===== src/hw/arf_pkg.sv =====
// constants, types and checksum helper for the archive ring file reader
package arf_pkg;
   localparam int ARF_NARCH = 6;
   localparam int ARF_NCOPY = 4;
   localparam int ARF_ADDR_W = 19;
   localparam int ARF_REQ_LEN = 12;
   localparam int ARF_CRC_POS = 10;
   localparam logic [15:0] ARF_MAXPOS = 16'd9999;
   localparam logic [15:0] ARF_EMPTY_IDX = 16'hFFFF;
   localparam logic [15:0] ARF_FILE_MAX = 16'd12;
   localparam logic [15:0] ARF_MAX_REGS = 16'd125;
   localparam logic [15:0] ARF_CRC_INIT = 16'hFFFF;
   localparam logic [15:0] ARF_CRC_POLY = 16'hA001;
   localparam logic [7:0] ARF_FUNC_READ = 8'h14;
   localparam logic [7:0] ARF_FUNC_EXC = 8'h94;
   localparam logic [7:0] ARF_SUB_BYTES = 8'h07;
   localparam logic [7:0] ARF_RESP_REF = 8'h06;
   localparam logic [7:0] ARF_EXC_FUNC = 8'h01;
   localparam logic [7:0] ARF_EXC_ADDR = 8'h02;
   localparam logic [7:0] ARF_EXC_VALUE = 8'h03;
   localparam logic [2:0] ARF_PRE_NORM = 3'h5;
   localparam logic [2:0] ARF_PRE_EXC = 3'h3;
   localparam logic [18:0] ARF_HDR_AREA = 19'h00020;
   localparam logic [1:0] ARF_CUR_RST = 2'h3;
   // custody parameter, parameter, event, minutes, daily, monthly
   localparam logic [15:0] ARF_CAP [ARF_NARCH] = '{16'd300, 16'd300, 16'd200, 16'd9000, 16'd100, 16'd25};
   localparam logic [15:0] ARF_ESIZE [ARF_NARCH] = '{16'd34, 16'd34, 16'd12, 16'd40, 16'd40, 16'd40};
   localparam logic [18:0] ARF_BASE [ARF_NARCH] = '{19'd0, 19'd10200, 19'd20400, 19'd22800, 19'd382800, 19'd386800};

   typedef enum logic [5:0] {
      ARF_ST_RX = 6'h01,
      ARF_ST_CHK = 6'h02,
      ARF_ST_PRE = 6'h04,
      ARF_ST_MRD = 6'h08,
      ARF_ST_DAT = 6'h10,
      ARF_ST_CRC = 6'h20
   } arf_state_e;

   function automatic logic [15:0] arf_crc_byte(input logic [15:0] c, input logic [7:0] b);
      logic [15:0] r;
      r = c ^ {8'h00, b};
      for (int i = 0; i < 8; i++) begin
         r = r[0] ? ((r >> 1) ^ ARF_CRC_POLY) : (r >> 1);
      end
      return r;
   endfunction
endpackage


===== src/hw/arf_archive_ring_file_reader.sv =====
// archive header bookkeeping and file-read command interpreter
`timescale 1ns/100ps
module arf_archive_ring_file_reader import arf_pkg::*; #(parameter int FIFO_DEPTH = 16) (
   // clock and reset
   input wire logic clk,
   input wire logic rst,
   // own bus address
   input wire logic [7:0] slave_addr,
   // request bytes from serial layer
   input wire logic rx_valid,
   input wire logic [7:0] rx_data,
   input wire logic rx_last,
   output logic rx_ready,
   // entry stored event
   input wire logic wr_valid,
   input wire logic [2:0] wr_arch,
   // storage read port
   output logic mem_rd_req,
   output logic [ARF_ADDR_W-1:0] mem_rd_addr,
   input wire logic mem_rd_valid,
   input wire logic [7:0] mem_rd_data,
   // reply bytes
   output logic tx_valid,
   output logic [7:0] tx_data,
   input wire logic tx_ready
);
   arf_state_e st_r, st_nxt;
   logic [7:0] rxb_r [ARF_REQ_LEN];
   logic [7:0] rxb_nxt [ARF_REQ_LEN];
   logic [3:0] rxn_r, rxn_nxt;
   logic ovf_r, ovf_nxt, exc_r, exc_nxt, hsel_r, hsel_nxt, crch_r, crch_nxt;
   logic [15:0] rcrc_r, rcrc_nxt, tcrc_r, tcrc_nxt;
   logic [7:0] ecode_r, ecode_nxt, left_r, left_nxt, dat_r, dat_nxt;
   logic [2:0] pre_r, pre_nxt, arch_r, arch_nxt;
   logic [ARF_ADDR_W-1:0] addr_r, addr_nxt;
   logic [15:0] hpos_r [ARF_NARCH][ARF_NCOPY];
   logic [15:0] hold_r [ARF_NARCH][ARF_NCOPY];
   logic [15:0] hnew_r [ARF_NARCH][ARF_NCOPY];
   logic [15:0] hpos_nxt [ARF_NARCH][ARF_NCOPY];
   logic [15:0] hold_nxt [ARF_NARCH][ARF_NCOPY];
   logic [15:0] hnew_nxt [ARF_NARCH][ARF_NCOPY];
   logic [1:0] cur_r [ARF_NARCH];
   logic [1:0] cur_nxt [ARF_NARCH];
   logic [15:0] cur_pos [ARF_NARCH];
   logic [15:0] cur_old [ARF_NARCH];
   logic [15:0] cur_new [ARF_NARCH];
   logic [15:0] f_file, f_start, f_nreg, f_fidx;
   logic [7:0] n2, push_data;
   logic push_valid, push_ready, push, frame_ok;

   assign f_file = {rxb_r[4], rxb_r[5]};
   assign f_start = {rxb_r[6], rxb_r[7]};
   assign f_nreg = {rxb_r[8], rxb_r[9]};
   assign f_fidx = f_file - 16'd1;
   assign n2 = {f_nreg[6:0], 1'b0};
   assign frame_ok = rxn_r == 4'(ARF_REQ_LEN) && !ovf_r && rxb_r[0] == slave_addr
                     && rcrc_r == {rxb_r[11], rxb_r[10]};

   genvar g;
   for (g = 0; g < ARF_NARCH; g++) begin : g_cur
      assign cur_pos[g] = hpos_r[g][cur_r[g]];
      assign cur_old[g] = hold_r[g][cur_r[g]];
      assign cur_new[g] = hnew_r[g][cur_r[g]];
   end

   // copy layout: position, oldest, newest high first, then CRC low first
   function automatic logic [7:0] hdr_byte(input logic [2:0] a, input logic [ARF_ADDR_W-1:0] off);
      logic [15:0] p, o, w, c;
      logic [7:0] b;
      p = hpos_r[a][off[4:3]];
      o = hold_r[a][off[4:3]];
      w = hnew_r[a][off[4:3]];
      c = arf_crc_byte(arf_crc_byte(arf_crc_byte(ARF_CRC_INIT, p[15:8]), p[7:0]), o[15:8]);
      c = arf_crc_byte(arf_crc_byte(arf_crc_byte(c, o[7:0]), w[15:8]), w[7:0]);
      case (off[2:0])
         3'h0: b = p[15:8];
         3'h1: b = p[7:0];
         3'h2: b = o[15:8];
         3'h3: b = o[7:0];
         3'h4: b = w[15:8];
         3'h5: b = w[7:0];
         3'h6: b = c[7:0];
         default: b = c[15:8];
      endcase
      // beyond the four copies reads as zero
      return (off >= ARF_HDR_AREA) ? 8'h00 : b;
   endfunction

   ////////////////////////////////////////////////////////////////////////
   // header rings
   always_comb begin : c_hdr
      logic [1:0] s;
      logic [15:0] o, w, cap;
      s = '0;
      o = '0;
      w = '0;
      cap = '0;
      hpos_nxt = hpos_r;
      hold_nxt = hold_r;
      hnew_nxt = hnew_r;
      cur_nxt = cur_r;
      for (int a = 0; a < ARF_NARCH; a++) begin
         if (wr_valid && wr_arch == 3'(a)) begin
            s = cur_r[a] + 2'h1;
            o = cur_old[a];
            w = cur_new[a];
            cap = ARF_CAP[a];
            cur_nxt[a] = s;
            if (o == ARF_EMPTY_IDX && w == ARF_EMPTY_IDX) begin
               hpos_nxt[a][s] = 16'd1;
               hold_nxt[a][s] = 16'd0;
               hnew_nxt[a][s] = 16'd0;
            end else begin
               hpos_nxt[a][s] = (cur_pos[a] == ARF_MAXPOS) ? 16'd0 : cur_pos[a] + 16'd1;
               hnew_nxt[a][s] = (w == cap - 16'd1) ? 16'd0 : w + 16'd1;
               // full once newest has reached the end or oldest has moved
               if (o != 16'd0 || w == cap - 16'd1) begin
                  hold_nxt[a][s] = (o == cap - 16'd1) ? 16'd0 : o + 16'd1;
               end else begin
                  hold_nxt[a][s] = 16'd0;
               end
            end
         end
      end
   end

   always_ff @(posedge clk) begin
      if (rst) begin
         for (int a = 0; a < ARF_NARCH; a++) begin
            cur_r[a] <= ARF_CUR_RST;
            for (int k = 0; k < ARF_NCOPY; k++) begin
               hpos_r[a][k] <= 16'd0;
               hold_r[a][k] <= ARF_EMPTY_IDX;
               hnew_r[a][k] <= ARF_EMPTY_IDX;
            end
         end
      end else begin
         cur_r <= cur_nxt;
         hpos_r <= hpos_nxt;
         hold_r <= hold_nxt;
         hnew_r <= hnew_nxt;
      end
   end

   ////////////////////////////////////////////////////////////////////////
   // request parse and reply sequence
   always_comb begin
      st_nxt = st_r;
      rxb_nxt = rxb_r;
      rxn_nxt = rxn_r;
      ovf_nxt = ovf_r;
      rcrc_nxt = rcrc_r;
      tcrc_nxt = tcrc_r;
      exc_nxt = exc_r;
      ecode_nxt = ecode_r;
      hsel_nxt = hsel_r;
      arch_nxt = arch_r;
      addr_nxt = addr_r;
      left_nxt = left_r;
      pre_nxt = pre_r;
      dat_nxt = dat_r;
      crch_nxt = crch_r;
      rx_ready = st_r == ARF_ST_RX;
      mem_rd_req = st_r == ARF_ST_MRD && !hsel_r;
      push_valid = st_r == ARF_ST_PRE || st_r == ARF_ST_DAT || st_r == ARF_ST_CRC;
      push = push_valid && push_ready;
      case (pre_r)
         3'h0: push_data = rxb_r[0];
         3'h1: push_data = exc_r ? ARF_FUNC_EXC : ARF_FUNC_READ;
         3'h2: push_data = exc_r ? ecode_r : n2 + 8'd2;
         3'h3: push_data = n2 + 8'd1;
         default: push_data = ARF_RESP_REF;
      endcase
      if (st_r == ARF_ST_DAT) begin
         push_data = dat_r;
      end else if (st_r == ARF_ST_CRC) begin
         push_data = crch_r ? tcrc_r[15:8] : tcrc_r[7:0];
      end
      if (push) begin
         tcrc_nxt = arf_crc_byte(tcrc_r, push_data);
      end
      case (st_r)
         ARF_ST_RX: begin
            if (rx_valid) begin
               if (rxn_r < 4'(ARF_REQ_LEN)) begin
                  rxb_nxt[rxn_r] = rx_data;
                  rxn_nxt = rxn_r + 4'h1;
               end else begin
                  ovf_nxt = 1'b1;
               end
               if (rxn_r < 4'(ARF_CRC_POS)) begin
                  rcrc_nxt = arf_crc_byte(rcrc_r, rx_data);
               end
               if (rx_last) begin
                  st_nxt = ARF_ST_CHK;
               end
            end
         end
         ARF_ST_CHK: begin
            rxn_nxt = '0;
            ovf_nxt = 1'b0;
            rcrc_nxt = ARF_CRC_INIT;
            tcrc_nxt = ARF_CRC_INIT;
            pre_nxt = '0;
            crch_nxt = 1'b0;
            exc_nxt = 1'b1;
            hsel_nxt = !f_fidx[0];
            arch_nxt = f_fidx[3:1];
            left_nxt = n2;
            st_nxt = frame_ok ? ARF_ST_PRE : ARF_ST_RX;
            // reference type byte deliberately ignored
            if (rxb_r[1] != ARF_FUNC_READ) begin
               ecode_nxt = ARF_EXC_FUNC;
            end else if (rxb_r[2] != ARF_SUB_BYTES) begin
               ecode_nxt = ARF_EXC_VALUE;
            end else if (f_file == 16'd0 || f_file > ARF_FILE_MAX) begin
               ecode_nxt = ARF_EXC_ADDR;
            end else if (f_nreg == 16'd0 || f_nreg > ARF_MAX_REGS) begin
               ecode_nxt = ARF_EXC_VALUE;
            end else begin
               exc_nxt = 1'b0;
               if (!f_fidx[0]) begin
                  addr_nxt = ARF_ADDR_W'({f_start, 3'h0});
               end else begin
                  addr_nxt = ARF_ADDR_W'(ARF_BASE[f_fidx[3:1]] + f_start * ARF_ESIZE[f_fidx[3:1]]);
               end
            end
         end
         ARF_ST_PRE: begin
            if (push) begin
               pre_nxt = pre_r + 3'h1;
               if (pre_r + 3'h1 == (exc_r ? ARF_PRE_EXC : ARF_PRE_NORM)) begin
                  st_nxt = exc_r ? ARF_ST_CRC : ARF_ST_MRD;
               end
            end
         end
         ARF_ST_MRD: begin
            if (hsel_r) begin
               dat_nxt = hdr_byte(arch_r, addr_r);
               st_nxt = ARF_ST_DAT;
            end else if (mem_rd_valid) begin
               dat_nxt = mem_rd_data;
               st_nxt = ARF_ST_DAT;
            end
         end
         ARF_ST_DAT: begin
            if (push) begin
               addr_nxt = addr_r + 1'b1;
               left_nxt = left_r - 8'd1;
               st_nxt = (left_r == 8'd1) ? ARF_ST_CRC : ARF_ST_MRD;
            end
         end
         ARF_ST_CRC: begin
            if (push) begin
               crch_nxt = 1'b1;
               tcrc_nxt = tcrc_r;
               st_nxt = crch_r ? ARF_ST_RX : ARF_ST_CRC;
            end
         end
         default: st_nxt = ARF_ST_RX;
      endcase
   end

   assign mem_rd_addr = addr_r;

   always_ff @(posedge clk) begin
      rxb_r <= rxb_nxt;
      if (rst) begin
         st_r <= ARF_ST_RX;
         rxn_r <= '0;
         ovf_r <= 1'b0;
         rcrc_r <= ARF_CRC_INIT;
         tcrc_r <= ARF_CRC_INIT;
         exc_r <= 1'b0;
         ecode_r <= '0;
         hsel_r <= 1'b0;
         arch_r <= '0;
         addr_r <= '0;
         left_r <= '0;
         pre_r <= '0;
         dat_r <= '0;
         crch_r <= 1'b0;
      end else begin
         st_r <= st_nxt;
         rxn_r <= rxn_nxt;
         ovf_r <= ovf_nxt;
         rcrc_r <= rcrc_nxt;
         tcrc_r <= tcrc_nxt;
         exc_r <= exc_nxt;
         ecode_r <= ecode_nxt;
         hsel_r <= hsel_nxt;
         arch_r <= arch_nxt;
         addr_r <= addr_nxt;
         left_r <= left_nxt;
         pre_r <= pre_nxt;
         dat_r <= dat_nxt;
         crch_r <= crch_nxt;
      end
   end

   // reply buffer lets the serial side stall without losing bytes
   arf_fifo #(.W(8), .D(FIFO_DEPTH)) u_fifo (
      .clk(clk),
      .rst(rst),
      .in_valid(push_valid),
      .in_data(push_data),
      .in_ready(push_ready),
      .out_valid(tx_valid),
      .out_data(tx_data),
      .out_ready(tx_ready)
   );

   logic wr_ok;
   logic [15:0] wr_pos, wr_old, wr_new, wr_cap;
   assign wr_ok = wr_valid && wr_arch < 3'(ARF_NARCH);
   assign wr_pos = wr_ok ? cur_pos[wr_arch] : 16'd0;
   assign wr_old = wr_ok ? cur_old[wr_arch] : 16'd0;
   assign wr_new = wr_ok ? cur_new[wr_arch] : 16'd0;
   assign wr_cap = wr_ok ? ARF_CAP[wr_arch] : 16'd0;
endmodule // arf_archive_ring_file_reader


===== src/hw/arf_fifo.sv =====
// reply byte fifo with valid and ready on both sides
`timescale 1ns/100ps
module arf_fifo #(parameter int W = 8, parameter int D = 16) (
   // clock and reset
   input wire logic clk,
   input wire logic rst,
   // fill side
   input wire logic in_valid,
   input wire logic [W-1:0] in_data,
   output logic in_ready,
   // drain side
   output logic out_valid,
   output logic [W-1:0] out_data,
   input wire logic out_ready
);
   localparam int PW = (D > 1) ? $clog2(D) : 1;
   localparam int CW = $clog2(D + 1);
   logic [W-1:0] mem_r [D];
   logic [W-1:0] mem_nxt [D];
   logic [PW-1:0] wp_r, wp_nxt, rp_r, rp_nxt;
   logic [CW-1:0] cnt_r, cnt_nxt;
   logic push, pop;

   assign in_ready = cnt_r != CW'(D);
   assign out_valid = cnt_r != '0;
   assign out_data = mem_r[rp_r];
   assign push = in_valid && in_ready;
   assign pop = out_valid && out_ready;

   always_comb begin
      mem_nxt = mem_r;
      wp_nxt = wp_r;
      rp_nxt = rp_r;
      cnt_nxt = cnt_r;
      if (push) begin
         mem_nxt[wp_r] = in_data;
         wp_nxt = (wp_r == PW'(D - 1)) ? '0 : PW'(wp_r + 1'b1);
      end
      if (pop) begin
         rp_nxt = (rp_r == PW'(D - 1)) ? '0 : PW'(rp_r + 1'b1);
      end
      if (push && !pop) begin
         cnt_nxt = CW'(cnt_r + 1'b1);
      end else if (pop && !push) begin
         cnt_nxt = CW'(cnt_r - 1'b1);
      end
   end

   // storage keeps no reset: only the count and pointers decide what is valid
   always_ff @(posedge clk) begin
      mem_r <= mem_nxt;
      if (rst) begin
         wp_r <= '0;
         rp_r <= '0;
         cnt_r <= '0;
      end else begin
         wp_r <= wp_nxt;
         rp_r <= rp_nxt;
         cnt_r <= cnt_nxt;
      end
   end
endmodule // arf_fifo


===== config.mk =====
export PLATFORM = sky130hd
export DESIGN_NAME = arf_archive_ring_file_reader
export DESIGN_NICKNAME = d
export VERILOG_FILES = /design/src/hw/arf_pkg.sv /design/src/hw/arf_archive_ring_file_reader.sv /design/src/hw/arf_fifo.sv
export SDC_FILE = /design/constraint.sdc
export NUM_CORES = 2
export LEC_CHECK = 0
export BUFFER_PORTS_ARGS = -buffer_cell sky130_fd_sc_hd__buf_2
export CORE_UTILIZATION = 35
export CTS_CLUSTER_DIAMETER = 50
export CTS_CLUSTER_SIZE = 24
export DETAILED_ROUTE_END_ITERATION = 8
export PLACE_DENSITY = 0.47
export SYNTH_ARGS = -nofsm -noshare
export SYNTH_HDL_FRONTEND = slang
export SYNTH_SLANG_ARGS = --single-unit

===== constraint.sdc =====
create_clock -name clk -period 9.2 [get_ports clk]
set_clock_uncertainty 0.1 [all_clocks]
set_input_delay 1.84 -clock clk [delete_from_list [all_inputs] [get_ports clk]]
set_output_delay 1.84 -clock clk [all_outputs]
set_load 0.1 [all_outputs]

==> results by group <==
STA
  – TNS Setup: 0 ns
  – Final setup viols: 0
  – Max Freq: 124 MHz
  – Final min period: 8.04 ns
  – Slew HR: 16.4%
  – Fin. Hold Viols: 0
  – Min Hold Slack: 0.378 ns
  – Unrepaired setup endpoints after global routing: no
  – Period utilisation layout: 87.4%
  – Worst-Margin Slew: 1.25 ns
  – Final Max Slew Viols: 0

Route
  – Final ANT Viol Nets: 0
  – DR WL/cell: 30.2 microns
  – DR DRC count: 24
  – Vias per std cell: 6.18
  – Vias: 64965
  – TritonRoute pass-1 iters: 9
  – WL final: 317 mm
  – Starting DRC count in detailed routing: 7265

Placed design
  – HPWL after DPL: 205 mm
  – RD Place Congestion: 0.917
  – Cell Area, Placed: 82100 sq um
  – I/O Buffers: 63

Setup path
  – Critical path peak fanout: 18
  – Setup CP Type: reg -> reg
  – Req. time, crit path: 9.79 ns
  – Critical path's largest stage delay: 0.58 ns
  – Reg-to-reg slack, setup: 1.16 ns
  – Crit path arrival time: 8.64 ns
  – Crit end category: register
  – CP Launch Type: register
  – Critical path's slowest cell: edfxtp_1

Synth
  – Post-synth EDFFs: 216
  – Number of library cell types mapped by synthesis: 91
  – Ys Warns: 0
  – Syn_nets: 7815
  – Cells after Synth: 7584
  – Mean Syn Cell Area: 10.5 sq um
  – Top_reg_cell synth: dfxtp_1
  – Asr flop ratio synth: 0%
  – #FFs+latches synth: 1482
  – Sequential fraction of the synthesis area: 40.1%
  – Mapped Area: 79400 sq um

Floorplanning
  – Num ports: 64
  – Die H: 478 microns
  – Core area: 225000 sq um
  – Initial Util: 35.3%
  – Total die area: 229000 sq um
  – DIE WIDTH: 478 microns
  – Placement Rows: 174

Cells and area
  – Final Instance Area: 88800 sq um
  – Nets@finish: 7577
  – Commonest non-fill, non-tap cell in the layout: dfxtp_1
  – Most frequent cells in the layout: 1248 x dfxtp_1, 843 x nand2_1, 769 x nor2_1
  – Synth-to-Final Area Change: 11.9%
  – Layout cell share with drive strength beyond 1: 16.7%

Clock tree
  – CTS root buffer: clkbuf_16
  – Clk_lat worst skew: 0.84 ns
  – PostCTS Resize Cnt: 0
  – CTS Sinks: 1482
  – H-Tree Level Count: 4
  – Max clock buf depth: 3
  – Clock Pin Slew Worst Setup and Hold Paths: 0.07 ns
  – Post-CTS Setup Bufs: 0
  – CTS tree: done
  – CTS Buf Count: 187
  – # hold bufs at CTS: 0

Power
  – Final Power: 16900 uW
  – Maximum vdd drop: 0.155 mV
  – Pwr per Cell Area: 190 nW/um^2
  – Lkg Pwr: 0.0332 uW

Status
  – Status: complete, but fails checks
  – Failing checks: DRC

Global routing
  – Pin count of the biggest net entering global routing: 138
  – GRT Total Usage: 27.2%
  – Global route overflow: 0
  – Via count of the first global-routing pass: 63629
  – Initial antenna violation count: 7
  – Global-route wire length before repair: 461 mm

Min path
  – Class of the worst hold path: reg -> reg

Job
  – Maxcap violations: 0
[worst paths after layout]
check                                            start                      endpoint  cells after the start
worst max-delay path               f_file[0]$_DFFE_PP_  mem_rd_addr[17]$_SDFFE_PP0P_                     31
worst min-delay path            left_r[5]$_SDFFE_PP0P_        left_r[5]$_SDFFE_PP0P_                      2
worst max register to register     f_file[0]$_DFFE_PP_  mem_rd_addr[17]$_SDFFE_PP0P_                     31
worst min register to register  left_r[5]$_SDFFE_PP0P_        left_r[5]$_SDFFE_PP0P_                      2
[power by group]
group          total (uW)  internal (uW)  switching, uW
clock network        7970           4660           3310
registers            6790           6670            125
logic                2110            760           1350
[metrics by stage]
stage	instances	setup slack, ns	utilization (%)
finish	10504	1.16	39.5
global route	10500	0.422	39.5
CTS	10498	1.13	39.5
detailed placement	10149	1.19	36.5
global placement	10149	1.20	36.5
floorplan	7584	2.74	-
[cells by family (layout without fill, tap and decap cells)]
| kind of cell | Yosys count | after routing | synth area share (%) |
|---|---|---|---|
| buffers and inverters | 806 | 728 | 4.35 |
| other | 0 | 6 | 0 |
| xor gates and xnor gates | 436 | 436 | 5.03 |
| adders and majority gates | 197 | 197 | 3.48 |
| muxes | 754 | 754 | 18.6 |
| DFF | 1482 | 1482 | 40.1 |
| AOI/OAI and AO/OA | 1657 | 1657 | 16.0 |
| and+or+nand+nor | 2252 | 2252 | 12.4 |
[layout make-up]
type | count | area, sq um
fillers | 21833 | 136000
multi-input cells | 5296 | 44400
flip-flops and latches | 1482 | 31900
clock buffers | 225 | 5030
well taps | 2992 | 3740
clock inverters | 124 | 1690
repair buffers | 206 | 1450
inverters | 173 | 659
diodes | 6 | 15.0
[registers in the layout (all words and copies together), names as in the netlist, 19 cells and up]
register,count
hnew_r,384
mem_rd_addr,19
u_fifo.mem_r,128
hold_r,384
hpos_r,384
rxb_r,40
[synthesized netlist by cell type (29+ instances only)]
cell,count,share of area [%]
a22oi_1,338,3.2
ha_1,157,2.5
o21ai_0,110,0.69
and2_1,84,0.66
nor4_1,58,0.46
nand4_1,35,0.28
mux2i_1,137,1.7
buf_2,62,0.39
and3_1,104,0.82
xnor2_1,262,2.9
a21oi_1,176,1.1
nand2_1,871,4.1
inv_1,166,0.78
mux2_2,33,0.47
dfxtp_1,1266,32
xor2_1,158,1.7
clkbuf_1,478,2.3
nor3_1,62,0.39
nand3_1,130,0.82
edfxtp_1,216,8.2
buf_1,36,0.17
o211ai_1,408,3.9
mux4_2,571,16
o22ai_1,61,0.48
a211oi_1,31,0.29
fa_1,40,1.0
buf_6,29,0.41
a221o_1,370,4.7
nor2_1,770,3.6
[worst max-delay path: cells and delay by family, from the launching register on]
family          cells  cell delay [ns]
simple gates        5             1.14
fa+ha+maj           8             2.74
flops               1             0.58
xor+xnor            1             0.18
compound gates     10             1.83
buf+inv             7             1.31
[metal layers]
metal / share of wire [%] / track usage (%) / vias to the layer above
met4: 3.9 / 10.2 / 6
met5: 0.012 / 0 / -
met2: 45 / 42.8 / 3100
met3: 8.7 / 5.56 / 638
li1: - / - / 28149
met1: 42 / 36.7 / 33072
Power figures use the tool's default switching activity.
